## config.mk

```make
export PLATFORM = sky130hd
export DESIGN_NAME = cbir_board_flat
export DESIGN_NICKNAME = d
export VERILOG_FILES = /design/src/rtl/cbir_pkg.sv /design/src/rtl/cbir_if.sv /design/src/rtl/cbir_board.sv /design/src/flat_wrapper.sv
export SDC_FILE = /design/constraint.sdc
export NUM_CORES = 1
export LEC_CHECK = 0
export BUFFER_PORTS_ARGS = -buffer_cell sky130_fd_sc_hd__buf_2
export CAP_MARGIN = 20
export CORE_MARGIN = 4
export CORE_UTILIZATION = 42
export CTS_BUF_LIST = sky130_fd_sc_hd__clkbuf_4
export CTS_CLUSTER_DIAMETER = 60
export CTS_CLUSTER_SIZE = 30
export DETAILED_ROUTE_END_ITERATION = 6
export PLACE_DENSITY = 0.81
export SLEW_MARGIN = 20
export SYNTH_ARGS = -nofsm -noshare
export SYNTH_HDL_FRONTEND = slang
export SYNTH_SLANG_ARGS = --single-unit
export TNS_END_PERCENT = 20
```

## constraint.sdc

```tcl
create_clock -name clock_in -period 3.5 [get_ports clock_in]
set_clock_uncertainty 0.1 [all_clocks]
set_input_delay 0.35 -clock clock_in [delete_from_list [all_inputs] [get_ports clock_in]]
set_output_delay 0.35 -clock clock_in [all_outputs]
set_load 0.02 [all_outputs]
```

## src/rtl/cbir_pkg.sv

```systemverilog
// package: shared constants, modes and states of the board interrupt routing
package cbir_pkg;

  // ************************************************************
  // ****** structure
  // ************************************************************
  localparam int unsigned NUM_LEVELS   = 8;                 // inputs per controller
  localparam logic [2:0]  SERIAL_LEVEL = 3'h6;              // serial_controller input
  localparam logic [2:0]  CASCADE_LEVEL = 3'h7;             // slave enters here
  localparam logic [2:0]  SPURIOUS_LEVEL = 3'h7;            // answer when nothing pends
  localparam int unsigned SLAVE_ROUTED = 3;                 // slave inputs zero to two
  localparam logic [7:0]  RESERVED_VEC_MAX = 8'h1F;         // vectors 0..31 internal
  localparam logic [7:0]  VEC_FLOOR_BIT = 8'h20;            // forced into user vectors

  // ************************************************************
  // ****** reset values
  // ************************************************************
  localparam logic        REQ_RESET   = 1'b0;
  localparam logic [7:0]  BYTE_RESET  = 8'h00;
  localparam logic [2:0]  LEVEL_RESET = 3'h0;
  localparam logic [3:0]  POLL_RESET  = 4'h0;

  // ************************************************************
  // ****** vectoring mode, one for both controllers and serial
  // ************************************************************
  typedef enum logic [1:0] {
    CBIR_DIRECT,      // sources supply vectors
    CBIR_NONDIRECT    // on-board sources give no vector, cpu polls
  } cbir_mode_t;

  // ************************************************************
  // ****** cpu end sequencer states
  // ************************************************************
  typedef enum logic [2:0] {
    CBIR_IDLE,
    CBIR_ACK,
    CBIR_WAIT_VEC,
    CBIR_POLL,
    CBIR_WAIT_POLL,
    CBIR_DONE
  } cbir_cpu_state_t;

endpackage

```

## src/rtl/cbir_if.sv

```systemverilog
// interface: interrupt request, acknowledge, vector and poll path to the cpu
`timescale 1ns/1ps
interface cbir_if;
  logic       cpu_maskable_request;  // board to cpu, level, held until ack
  logic       ack;                   // cpu to board, one-cycle acknowledge
  logic       vec_valid;             // board to cpu, one-cycle vector strobe
  logic       vec_none;              // with vec_valid: no vector, poll instead
  logic [7:0] vec_data;              // vector byte, valid with vec_valid
  logic       poll;                  // cpu to board, one-cycle poll request
  logic       poll_valid;            // board to cpu, one-cycle poll answer
  logic [3:0] poll_data;             // {pending, slave level}
  logic       eoi;                   // cpu to board, one-cycle end of service

  modport board (
    output cpu_maskable_request, vec_valid, vec_none, vec_data, poll_valid, poll_data,
    input  ack, poll, eoi
  );
  modport cpu (
    input  cpu_maskable_request, vec_valid, vec_none, vec_data, poll_valid, poll_data,
    output ack, poll, eoi
  );
endinterface

```

## src/rtl/cbir_board.sv

```systemverilog
// module: board end, master and cascaded slave controllers with backplane routing
`timescale 1ns/1ps

// How it works
// - two controllers, eight prioritised inputs each
// - backplane lines monitored by default, optionally driven
// - default jumper cascades slave on master input seven
// - direct mode: slave, serial supply own vectors
// - nondirect mode: no on-board vector, cpu polls slave
// - one mode shared by all three devices
// - bus-vectored level: backplane device gives vector
// - master inputs routable except six; slave only zero-two
// - master input six never takes backplane
// - serial request enters level six with vector
// - returned vectors always above thirty-one
module cbir_board (
  input  wire logic               clock_in,
  input  wire logic               resetn_in,
  cbir_if.board                   cpu_if,
  input  wire cbir_pkg::cbir_mode_t mode_in,            // shared vectoring mode
  input  wire logic [7:0]         onboard_req_in,       // on-board sources per master input
  input  wire logic [7:0]         master_from_bus_in,   // jumper: master input takes backplane
  input  wire logic [7:0]         bus_vectored_in,      // master levels that are bus-vectored
  input  wire logic [7:0]         master_mask_in,       // one masks a master level
  input  wire logic [7:0]         master_base_in,       // master vector base
  input  wire logic [2:0]         slave_routed_req_in,  // jumpered slave sources
  input  wire logic [2:0]         slave_from_bus_in,    // jumper: slave input takes backplane
  input  wire logic [7:3]         slave_fixed_req_in,   // hard-wired slave sources
  input  wire logic [7:0]         slave_mask_in,        // one masks a slave level
  input  wire logic [7:0]         slave_base_in,        // slave vector base
  input  wire logic               serial_service_request_in, // either channel needs service
  input  wire logic [7:0]         serial_vector_in,     // vector from serial_controller
  input  wire logic [7:0]         bus_vector_in,        // vector placed by backplane device
  input  wire logic [7:0]         bp_line_in,           // backplane lines, active low
  input  wire logic [7:0]         bp_drive_en_in,       // jumper: board drives this line
  input  wire logic [7:0]         bp_assert_in,         // request to assert a driven line
  output logic      [7:0]         bp_line_out,          // open-drain data, always low
  output logic      [7:0]         bp_line_oe_out        // high while pulling a line low
);

  // ************************************************************
  // ****** helpers
  // ************************************************************
  // lowest index wins: level zero is the highest priority
  function automatic logic [2:0] cbir_first(input logic [7:0] vec);
    logic [2:0] idx;
    idx = cbir_pkg::LEVEL_RESET;
    for (int i = cbir_pkg::NUM_LEVELS - 1; i >= 0; i--) begin
      if (vec[i]) begin
        idx = 3'(i);
      end
    end
    return idx;
  endfunction

  // keeps every returned vector byte out of the internal exception range; the no-vector byte stays zero
  function automatic logic [7:0] cbir_lift(input logic [7:0] vec);
    return (vec <= cbir_pkg::RESERVED_VEC_MAX) ? (vec | cbir_pkg::VEC_FLOOR_BIT) : vec;
  endfunction

  // ************************************************************
  // ****** backplane lines
  // ************************************************************
  // a line is either driven or watched, never both; default is watched
  wire  [7:0] bp_seen = ~bp_line_in & ~bp_drive_en_in;
  assign bp_line_out    = 8'h00;                                 // only ever pulls low
  assign bp_line_oe_out = bp_drive_en_in & bp_assert_in;

  // ************************************************************
  // ****** slave controller inputs
  // ************************************************************
  logic [7:0] slave_src;                                         // routed slave requests
  always_comb begin
    slave_src[7:3] = slave_fixed_req_in;                         // fixed sources
    for (int i = 0; i < cbir_pkg::SLAVE_ROUTED; i++) begin
      slave_src[i] = slave_from_bus_in[i] ? bp_seen[i] : slave_routed_req_in[i];
    end
  end

  wire  [7:0] slave_pend    = slave_src & ~slave_mask_in;
  wire        slave_any     = |slave_pend;                       // cascade output
  wire  [2:0] slave_hi      = cbir_first(slave_pend);

  // ************************************************************
  // ****** master controller inputs
  // ************************************************************
  logic [7:0] master_src;                                        // routed master requests
  always_comb begin
    for (int i = 0; i < cbir_pkg::NUM_LEVELS; i++) begin
      // default jumpers: six is serial, seven is the cascaded slave
      if (3'(i) == cbir_pkg::SERIAL_LEVEL) begin
        master_src[i] = serial_service_request_in | onboard_req_in[i];
      end else if (master_from_bus_in[i]) begin
        master_src[i] = bp_seen[i];
      end else if (3'(i) == cbir_pkg::CASCADE_LEVEL) begin
        master_src[i] = slave_any | onboard_req_in[i];
      end else begin
        master_src[i] = onboard_req_in[i];
      end
    end
  end

  // level six cannot be bus-vectored even if its option bit is set
  wire  [7:0] six_bit       = 8'h01 << cbir_pkg::SERIAL_LEVEL;
  wire  [7:0] bus_vec_lvls  = bus_vectored_in & ~six_bit;

  // ************************************************************
  // ****** priority resolution against in-service levels
  // ************************************************************
  logic [7:0] in_service_ff;                                     // acked, awaiting eoi
  logic [7:0] nxt_in_service;
  logic [7:0] isr_block;                                         // same and lower levels

  wire  [2:0] isr_hi        = cbir_first(in_service_ff);
  // a level is blocked by itself and any higher level in service
  always_comb begin
    isr_block = 8'h00;
    for (int i = 0; i < cbir_pkg::NUM_LEVELS; i++) begin
      isr_block[i] = (|in_service_ff) && (3'(i) >= isr_hi);
    end
  end

  wire  [7:0] master_pend   = master_src & ~master_mask_in & ~isr_block;
  wire        master_any    = |master_pend;
  wire  [2:0] master_hi     = cbir_first(master_pend);
  wire  [2:0] ack_level     = master_any ? master_hi : cbir_pkg::SPURIOUS_LEVEL;

  // ************************************************************
  // ****** vector selection at acknowledge
  // ************************************************************
  wire        is_nondirect  = (mode_in == cbir_pkg::CBIR_NONDIRECT);
  wire        lvl_bus       = bus_vec_lvls[ack_level];
  wire        lvl_cascade   = (ack_level == cbir_pkg::CASCADE_LEVEL) && !master_from_bus_in[7];
  wire        lvl_serial    = (ack_level == cbir_pkg::SERIAL_LEVEL);
  wire  [7:0] master_vec    = {master_base_in[7:3], ack_level};
  wire  [7:0] slave_vec     = {slave_base_in[7:3], slave_hi};
  logic [7:0] raw_vec;                                           // vector before lifting

  // bus-vectored levels take the byte the backplane device drives
  always_comb begin
    if (lvl_bus) begin
      raw_vec = bus_vector_in;
    end else if (lvl_cascade) begin
      raw_vec = slave_vec;
    end else if (lvl_serial) begin
      raw_vec = serial_vector_in;
    end else begin
      raw_vec = master_vec;
    end
  end

  // nondirect applies to on-board direct devices; bus levels keep their vector
  wire        give_none     = is_nondirect && !lvl_bus;

  // ************************************************************
  // ****** request and answer registers
  // ************************************************************
  logic       req_ff;                                            // cpu_maskable_request
  logic       nxt_req;
  logic       vec_valid_ff;                                      // vector strobe
  logic       vec_none_ff;                                       // no-vector marker
  logic [7:0] vec_data_ff;                                       // vector byte
  logic       poll_valid_ff;                                     // poll strobe
  logic [3:0] poll_data_ff;                                      // {pending, level}

  // request rises on any pending level and falls only at acknowledge
  assign nxt_req = cpu_if.ack ? cbir_pkg::REQ_RESET : (req_ff | master_any);

  // set wins over eoi clear so a new acknowledge is never lost
  wire  [7:0] ack_bit       = 8'h01 << ack_level;
  wire  [7:0] eoi_bit       = (|in_service_ff) ? (8'h01 << isr_hi) : 8'h00;
  assign nxt_in_service = (in_service_ff & ~(cpu_if.eoi ? eoi_bit : 8'h00))
                        | (cpu_if.ack ? ack_bit : 8'h00);

  // request hold and in-service tracking
  always_ff @(posedge clock_in or negedge resetn_in) begin
    if (!resetn_in) begin
      req_ff        <= cbir_pkg::REQ_RESET;
      in_service_ff <= cbir_pkg::BYTE_RESET;
    end else begin
      req_ff        <= nxt_req;
      in_service_ff <= nxt_in_service;
    end
  end

  // vector answer, one cycle after acknowledge
  always_ff @(posedge clock_in or negedge resetn_in) begin
    if (!resetn_in) begin
      vec_valid_ff <= cbir_pkg::REQ_RESET;
      vec_none_ff  <= cbir_pkg::REQ_RESET;
      vec_data_ff  <= cbir_pkg::BYTE_RESET;
    end else begin
      vec_valid_ff <= cpu_if.ack;
      if (cpu_if.ack) begin
        vec_none_ff <= give_none;
        vec_data_ff <= give_none ? cbir_pkg::BYTE_RESET : cbir_lift(raw_vec);
      end
    end
  end

  // poll answer: slave reports its highest pending level
  always_ff @(posedge clock_in or negedge resetn_in) begin
    if (!resetn_in) begin
      poll_valid_ff <= cbir_pkg::REQ_RESET;
      poll_data_ff  <= cbir_pkg::POLL_RESET;
    end else begin
      poll_valid_ff <= cpu_if.poll;
      if (cpu_if.poll) begin
        poll_data_ff <= {slave_any, slave_hi};
      end
    end
  end

  // ************************************************************
  // ****** outputs
  // ************************************************************
  assign cpu_if.cpu_maskable_request = req_ff;
  assign cpu_if.vec_valid            = vec_valid_ff;
  assign cpu_if.vec_none             = vec_none_ff;
  assign cpu_if.vec_data             = vec_data_ff;
  assign cpu_if.poll_valid           = poll_valid_ff;
  assign cpu_if.poll_data            = poll_data_ff;

endmodule

```

## src/flat_wrapper.sv

```systemverilog
// flat-port wrapper written by rule: the top's interface ports become plain ports
module cbir_board_flat 
  (clock_in, resetn_in, mode_in, onboard_req_in, master_from_bus_in, bus_vectored_in, master_mask_in, master_base_in, slave_routed_req_in, slave_from_bus_in, slave_fixed_req_in, slave_mask_in, slave_base_in, serial_service_request_in, serial_vector_in, bus_vector_in, bp_line_in, bp_drive_en_in, bp_assert_in, bp_line_out, bp_line_oe_out, cpu_if_cpu_maskable_request, cpu_if_vec_valid, cpu_if_vec_none, cpu_if_vec_data, cpu_if_poll_valid, cpu_if_poll_data, cpu_if_ack, cpu_if_poll, cpu_if_eoi);
  cbir_if cpu_if_i ();
  input  wire logic clock_in;
  input  wire logic resetn_in;
  input  wire cbir_pkg::cbir_mode_t mode_in;
  input  wire logic [7:0] onboard_req_in;
  input  wire logic [7:0] master_from_bus_in;
  input  wire logic [7:0] bus_vectored_in;
  input  wire logic [7:0] master_mask_in;
  input  wire logic [7:0] master_base_in;
  input  wire logic [2:0] slave_routed_req_in;
  input  wire logic [2:0] slave_from_bus_in;
  input  wire logic [7:3] slave_fixed_req_in;
  input  wire logic [7:0] slave_mask_in;
  input  wire logic [7:0] slave_base_in;
  input  wire logic serial_service_request_in;
  input  wire logic [7:0] serial_vector_in;
  input  wire logic [7:0] bus_vector_in;
  input  wire logic [7:0] bp_line_in;
  input  wire logic [7:0] bp_drive_en_in;
  input  wire logic [7:0] bp_assert_in;
  output logic      [7:0] bp_line_out;
  output logic      [7:0] bp_line_oe_out;
  output wire logic [$bits(cpu_if_i.cpu_maskable_request)-1:0] cpu_if_cpu_maskable_request;
  output wire logic [$bits(cpu_if_i.vec_valid)-1:0] cpu_if_vec_valid;
  output wire logic [$bits(cpu_if_i.vec_none)-1:0] cpu_if_vec_none;
  output wire logic [$bits(cpu_if_i.vec_data)-1:0] cpu_if_vec_data;
  output wire logic [$bits(cpu_if_i.poll_valid)-1:0] cpu_if_poll_valid;
  output wire logic [$bits(cpu_if_i.poll_data)-1:0] cpu_if_poll_data;
  input wire logic [$bits(cpu_if_i.ack)-1:0] cpu_if_ack;
  input wire logic [$bits(cpu_if_i.poll)-1:0] cpu_if_poll;
  input wire logic [$bits(cpu_if_i.eoi)-1:0] cpu_if_eoi;
  assign cpu_if_cpu_maskable_request = cpu_if_i.cpu_maskable_request;
  assign cpu_if_vec_valid = cpu_if_i.vec_valid;
  assign cpu_if_vec_none = cpu_if_i.vec_none;
  assign cpu_if_vec_data = cpu_if_i.vec_data;
  assign cpu_if_poll_valid = cpu_if_i.poll_valid;
  assign cpu_if_poll_data = cpu_if_i.poll_data;
  assign cpu_if_i.ack = cpu_if_ack;
  assign cpu_if_i.poll = cpu_if_poll;
  assign cpu_if_i.eoi = cpu_if_eoi;
  cbir_board u_core (.clock_in(clock_in), .resetn_in(resetn_in), .cpu_if(cpu_if_i), .mode_in(mode_in), .onboard_req_in(onboard_req_in), .master_from_bus_in(master_from_bus_in), .bus_vectored_in(bus_vectored_in), .master_mask_in(master_mask_in), .master_base_in(master_base_in), .slave_routed_req_in(slave_routed_req_in), .slave_from_bus_in(slave_from_bus_in), .slave_fixed_req_in(slave_fixed_req_in), .slave_mask_in(slave_mask_in), .slave_base_in(slave_base_in), .serial_service_request_in(serial_service_request_in), .serial_vector_in(serial_vector_in), .bus_vector_in(bus_vector_in), .bp_line_in(bp_line_in), .bp_drive_en_in(bp_drive_en_in), .bp_assert_in(bp_assert_in), .bp_line_out(bp_line_out), .bp_line_oe_out(bp_line_oe_out));
endmodule
```

==> qor.yml <==
clk_latency_ns: 0.31
wirelength_microns: 6220
cp_cell_sequence: "or4_4 > nor2_2 > nand2_1 > nor4_1 > nor3_1 > o21ai_2 > nand3_2 > or3_1 > a31oi_1"
ys_seq_elements: 24
min-delay-path-class: "primary input to flip-flop"
syn_area_sq_um: 2040
cp-startpoint: "u_core.in_service_ff[3]$_DFF_PN0_"
antenna_found_initial: 0
worstPathBufferInverterCount: 0
diodes: 0
ys_seq_area_share_pct: 29.4
start_util_pct: 43.3
cts_tree: "built"
rsz0062_at_grt: "no"
grt_overflow: 0
synth.area.mux_share_pct: 7.72
layout.cells.non_filler: 438
synth_area_per_cell_sq_um: 8.48
startpoint_type: "flip-flop"
post-synth-top-count-cell: "dfrtp_1"
timing.fmax_mhz: 301
path_delay_family: "simple AND/OR/NAND/NOR gates"
hold_viol: 0
setup_tns_ns: 0
swShare_pct: 46.4
multi_input_comb_area_sq_um: 1330
drive_above_1_share_pct: 43.4
fillCellCount: 444
synthArstFlopShare_pct: 100
max_slew_margin_pct: 52.6
synth_top_family_by_area: "simple AND/OR/NAND/NOR gates"
grt_pass1_wl_microns: 9950
power_density_nw_per_um2: 499
r2r_cells: 9
hold_path_depth: 1
place_area_sq_um: 2720
detail_route.wl_per_cell_microns: 14.2
grt_pass1_vias: 2211
hold_start: "cpu_if_poll"
status: "finished clean"
final.min_clock_period_ns: 3.32
synth_cell_types: 57
cts_buffers: 3
synth_common_cells: "24 x dfrtp_1, 23 x nor2_1, 20 x o21ai_0"
dpl.hpwl_microns: 5170
synthToLayoutAreaGrowth_pct: 34.9
worstPathRequired_ns: 3.64
r2r_setup_slack_ns: 0.18
stdcell_area_sq_um: 2760
via_per_inst: 5.21
comb_power_share_pct: 60.3
seqPwrFrac_pct: 30.7
grt_max_degree: 25
postSynthCellCount: 241
grt_usage_pct: 19.7
worstHoldEndpoint: "u_core.cpu_if.poll_valid$_DFF_PN0_"
setup_viol_count_final: 0
power.internal_w: 0.000737
htree_levels: 1
p_leak_nw: 1.38
rr_startpoint: "u_core.in_service_ff[3]$_DFF_PN0_"
clockPowerShare_pct: 9.1
synth_fa_ha_area_share_pct: 0
synth_top_area_share_pct: 29.4
slowest_stage: "or4_4"
portBuffers: 129
die_x_microns: 77.8
regArea_sq_um: 601
rows: 25
worst_pin_slew_ns: 0.705
die_h_microns: 77.8
synth-xor-area-share_pct: 0
num_vias: 2281
arrival_ns: 3.46
synth-edff-count: 0
critPathCaptureType: "flip-flop"
slowest_delay_ns: 0.61
io_pins: 147
post-route-drc-count: 0
cts_buffer_depth: 2
yosys.area_share.simple_pct: 30.3
synth_compound_area_share_pct: 25.6
worstPathMaxFanout: 15
r2r_end: "u_core.cpu_if.vec_data[5]$_DFFE_PN0P_"
place.gp.congestion: 0.877
dp_cells: 433
min_period_over_period_pct: 94.8
drtIter0Drc: 84
fp.coreArea_sq_um: 4720
fin_nets: 487
max_cap_viol_count: 0
yosys_warnings: 0
clkTransAtPathRegs_ns: 0.13
clockRootBuffer: "clkbuf_4"
total_power_w: 0.00137
ys.flop_type: "dfrtp_1"
ys_top_cells_by_area: "dfrtp_1 29%, o21ai_0 4.9%, mux2i_1 4.4%, nor2_1 4.2%, buf_4 3.3%"
synth_top_area_cell: "dfrtp_1"
peakVddDrop_mv: 0.317
p_switching_w: 0.000638
firstDrtPassIters: 4
ant_nets: 0
dieArea_sq_um: 6050
path_class: "flip-flop to flip-flop"
clkSinkCount: 24
final-max-slew-violation-count: 0
==> state kept, by name (all words and copies together) (netlist names) <==
signal	cells
u_core.cpu_if.poll_valid	1
u_core.cpu_if.cpu_maskable_request	1
u_core.in_service_ff	8
u_core.cpu_if.vec_data	8
u_core.cpu_if.vec_valid	1
u_core.cpu_if.poll_data	4
u_core.cpu_if.vec_none	1
==> per-stage QoR <==
step	utilization (%)	setup WS [ns]	hold WS, ns
3_3_place_gp	57.6	0.267	0.265
3_5_place_dp	57.6	0.216	0.266
4_1_cts	58.3	0.181	0.108
6_report	58.4	0.181	0.118
2_1_floorplan	-	0.544	-0.0456
5_1_grt	58.4	0.0161	0.0944
==> what timing repair did <==
item | in CTS | in global routing
setup buffers | 0 | 0
hold buffers | 1 | 0
setup endpoints to repair | 0 | 1
endpoints found under the hold margin | 24 | 0
resized for setup | 0 | 1
==> power by group through the flow <==
stage               Combinational [W]  Sequential [W]  Clock, W
floorplan                    0.000559        0.000483         0
global placement             0.000807        0.000422         0
detailed placement           0.000822        0.000425         0
CTS                          0.000825        0.000420  0.000126
global route                 0.000913        0.000438  0.000139
finish                       0.000829        0.000422  0.000124
==> cells by family after synthesis <==
group                  Yosys count
buffers and inverters           24
other                            1
and+or+nand+nor                109
AOI/OAI and AO/OA               68
muxes                           15
DFF                             24
==> how the worst max path moves through the flow <==
stage	to	slack, ns	cells after the start
after floorplan	u_core.cpu_if.vec_data[0]$_DFFE_PN0P_	0.54	10
after global placement	u_core.cpu_if.vec_data[5]$_DFFE_PN0P_	0.27	8
after detailed placement	u_core.cpu_if.vec_data[6]$_DFFE_PN0P_	0.22	8
after CTS	u_core.cpu_if.vec_data[5]$_DFFE_PN0P_	0.18	8
after global routing	u_core.cpu_if.vec_data[1]$_DFFE_PN0P_	0.02	9
final	u_core.cpu_if.vec_data[5]$_DFFE_PN0P_	0.18	9
==> worst reg2reg max path, delay by kind of cell, from the launching register on <==
kind	cells	cell delay, ns
compound gates	2	0.26
flops	1	0.45
simple gates	7	2.45
==> placed cells by master (no fill, tap or decap), drive strengths merged, types with 3 or more instances in the layout <==
| cell | instances |
|---|---|
| a2111oi | 3 |
| a211o | 3 |
| a21oi | 12 |
| a31oi | 3 |
| and2 | 10 |
| buf | 132 |
| clkbuf | 3 |
| conb | 8 |
| dfrtp | 24 |
| inv | 10 |
| mux2 | 6 |
| mux2i | 9 |
| nand2 | 12 |
| nand2b | 10 |
| nand3 | 8 |
| nor2 | 25 |
| nor2b | 8 |
| nor3 | 9 |
| nor3b | 3 |
| nor4 | 6 |
| o2111a | 3 |
| o21ai | 23 |
| o22a | 4 |
| o31ai | 4 |
| or3b | 4 |
| or4b | 3 |
==> routing by layer <==
metal  track usage, %  share of wire, %
met3             3.71               7.9
met4             3.91              0.85
met5                0                 0
met2             34.9                51
met1             24.7                40
==> area by class of cell <==
class	count	area share, %
multi-input combinational	200	48.3
inverter	10	1.36
tap	67	3.04
clock inverter	1	0.136
timing repair buffer	133	24.6
clock buffer	3	0.817
sequential	24	21.8
No activity file was read; power rests on OpenSTA's default activity.
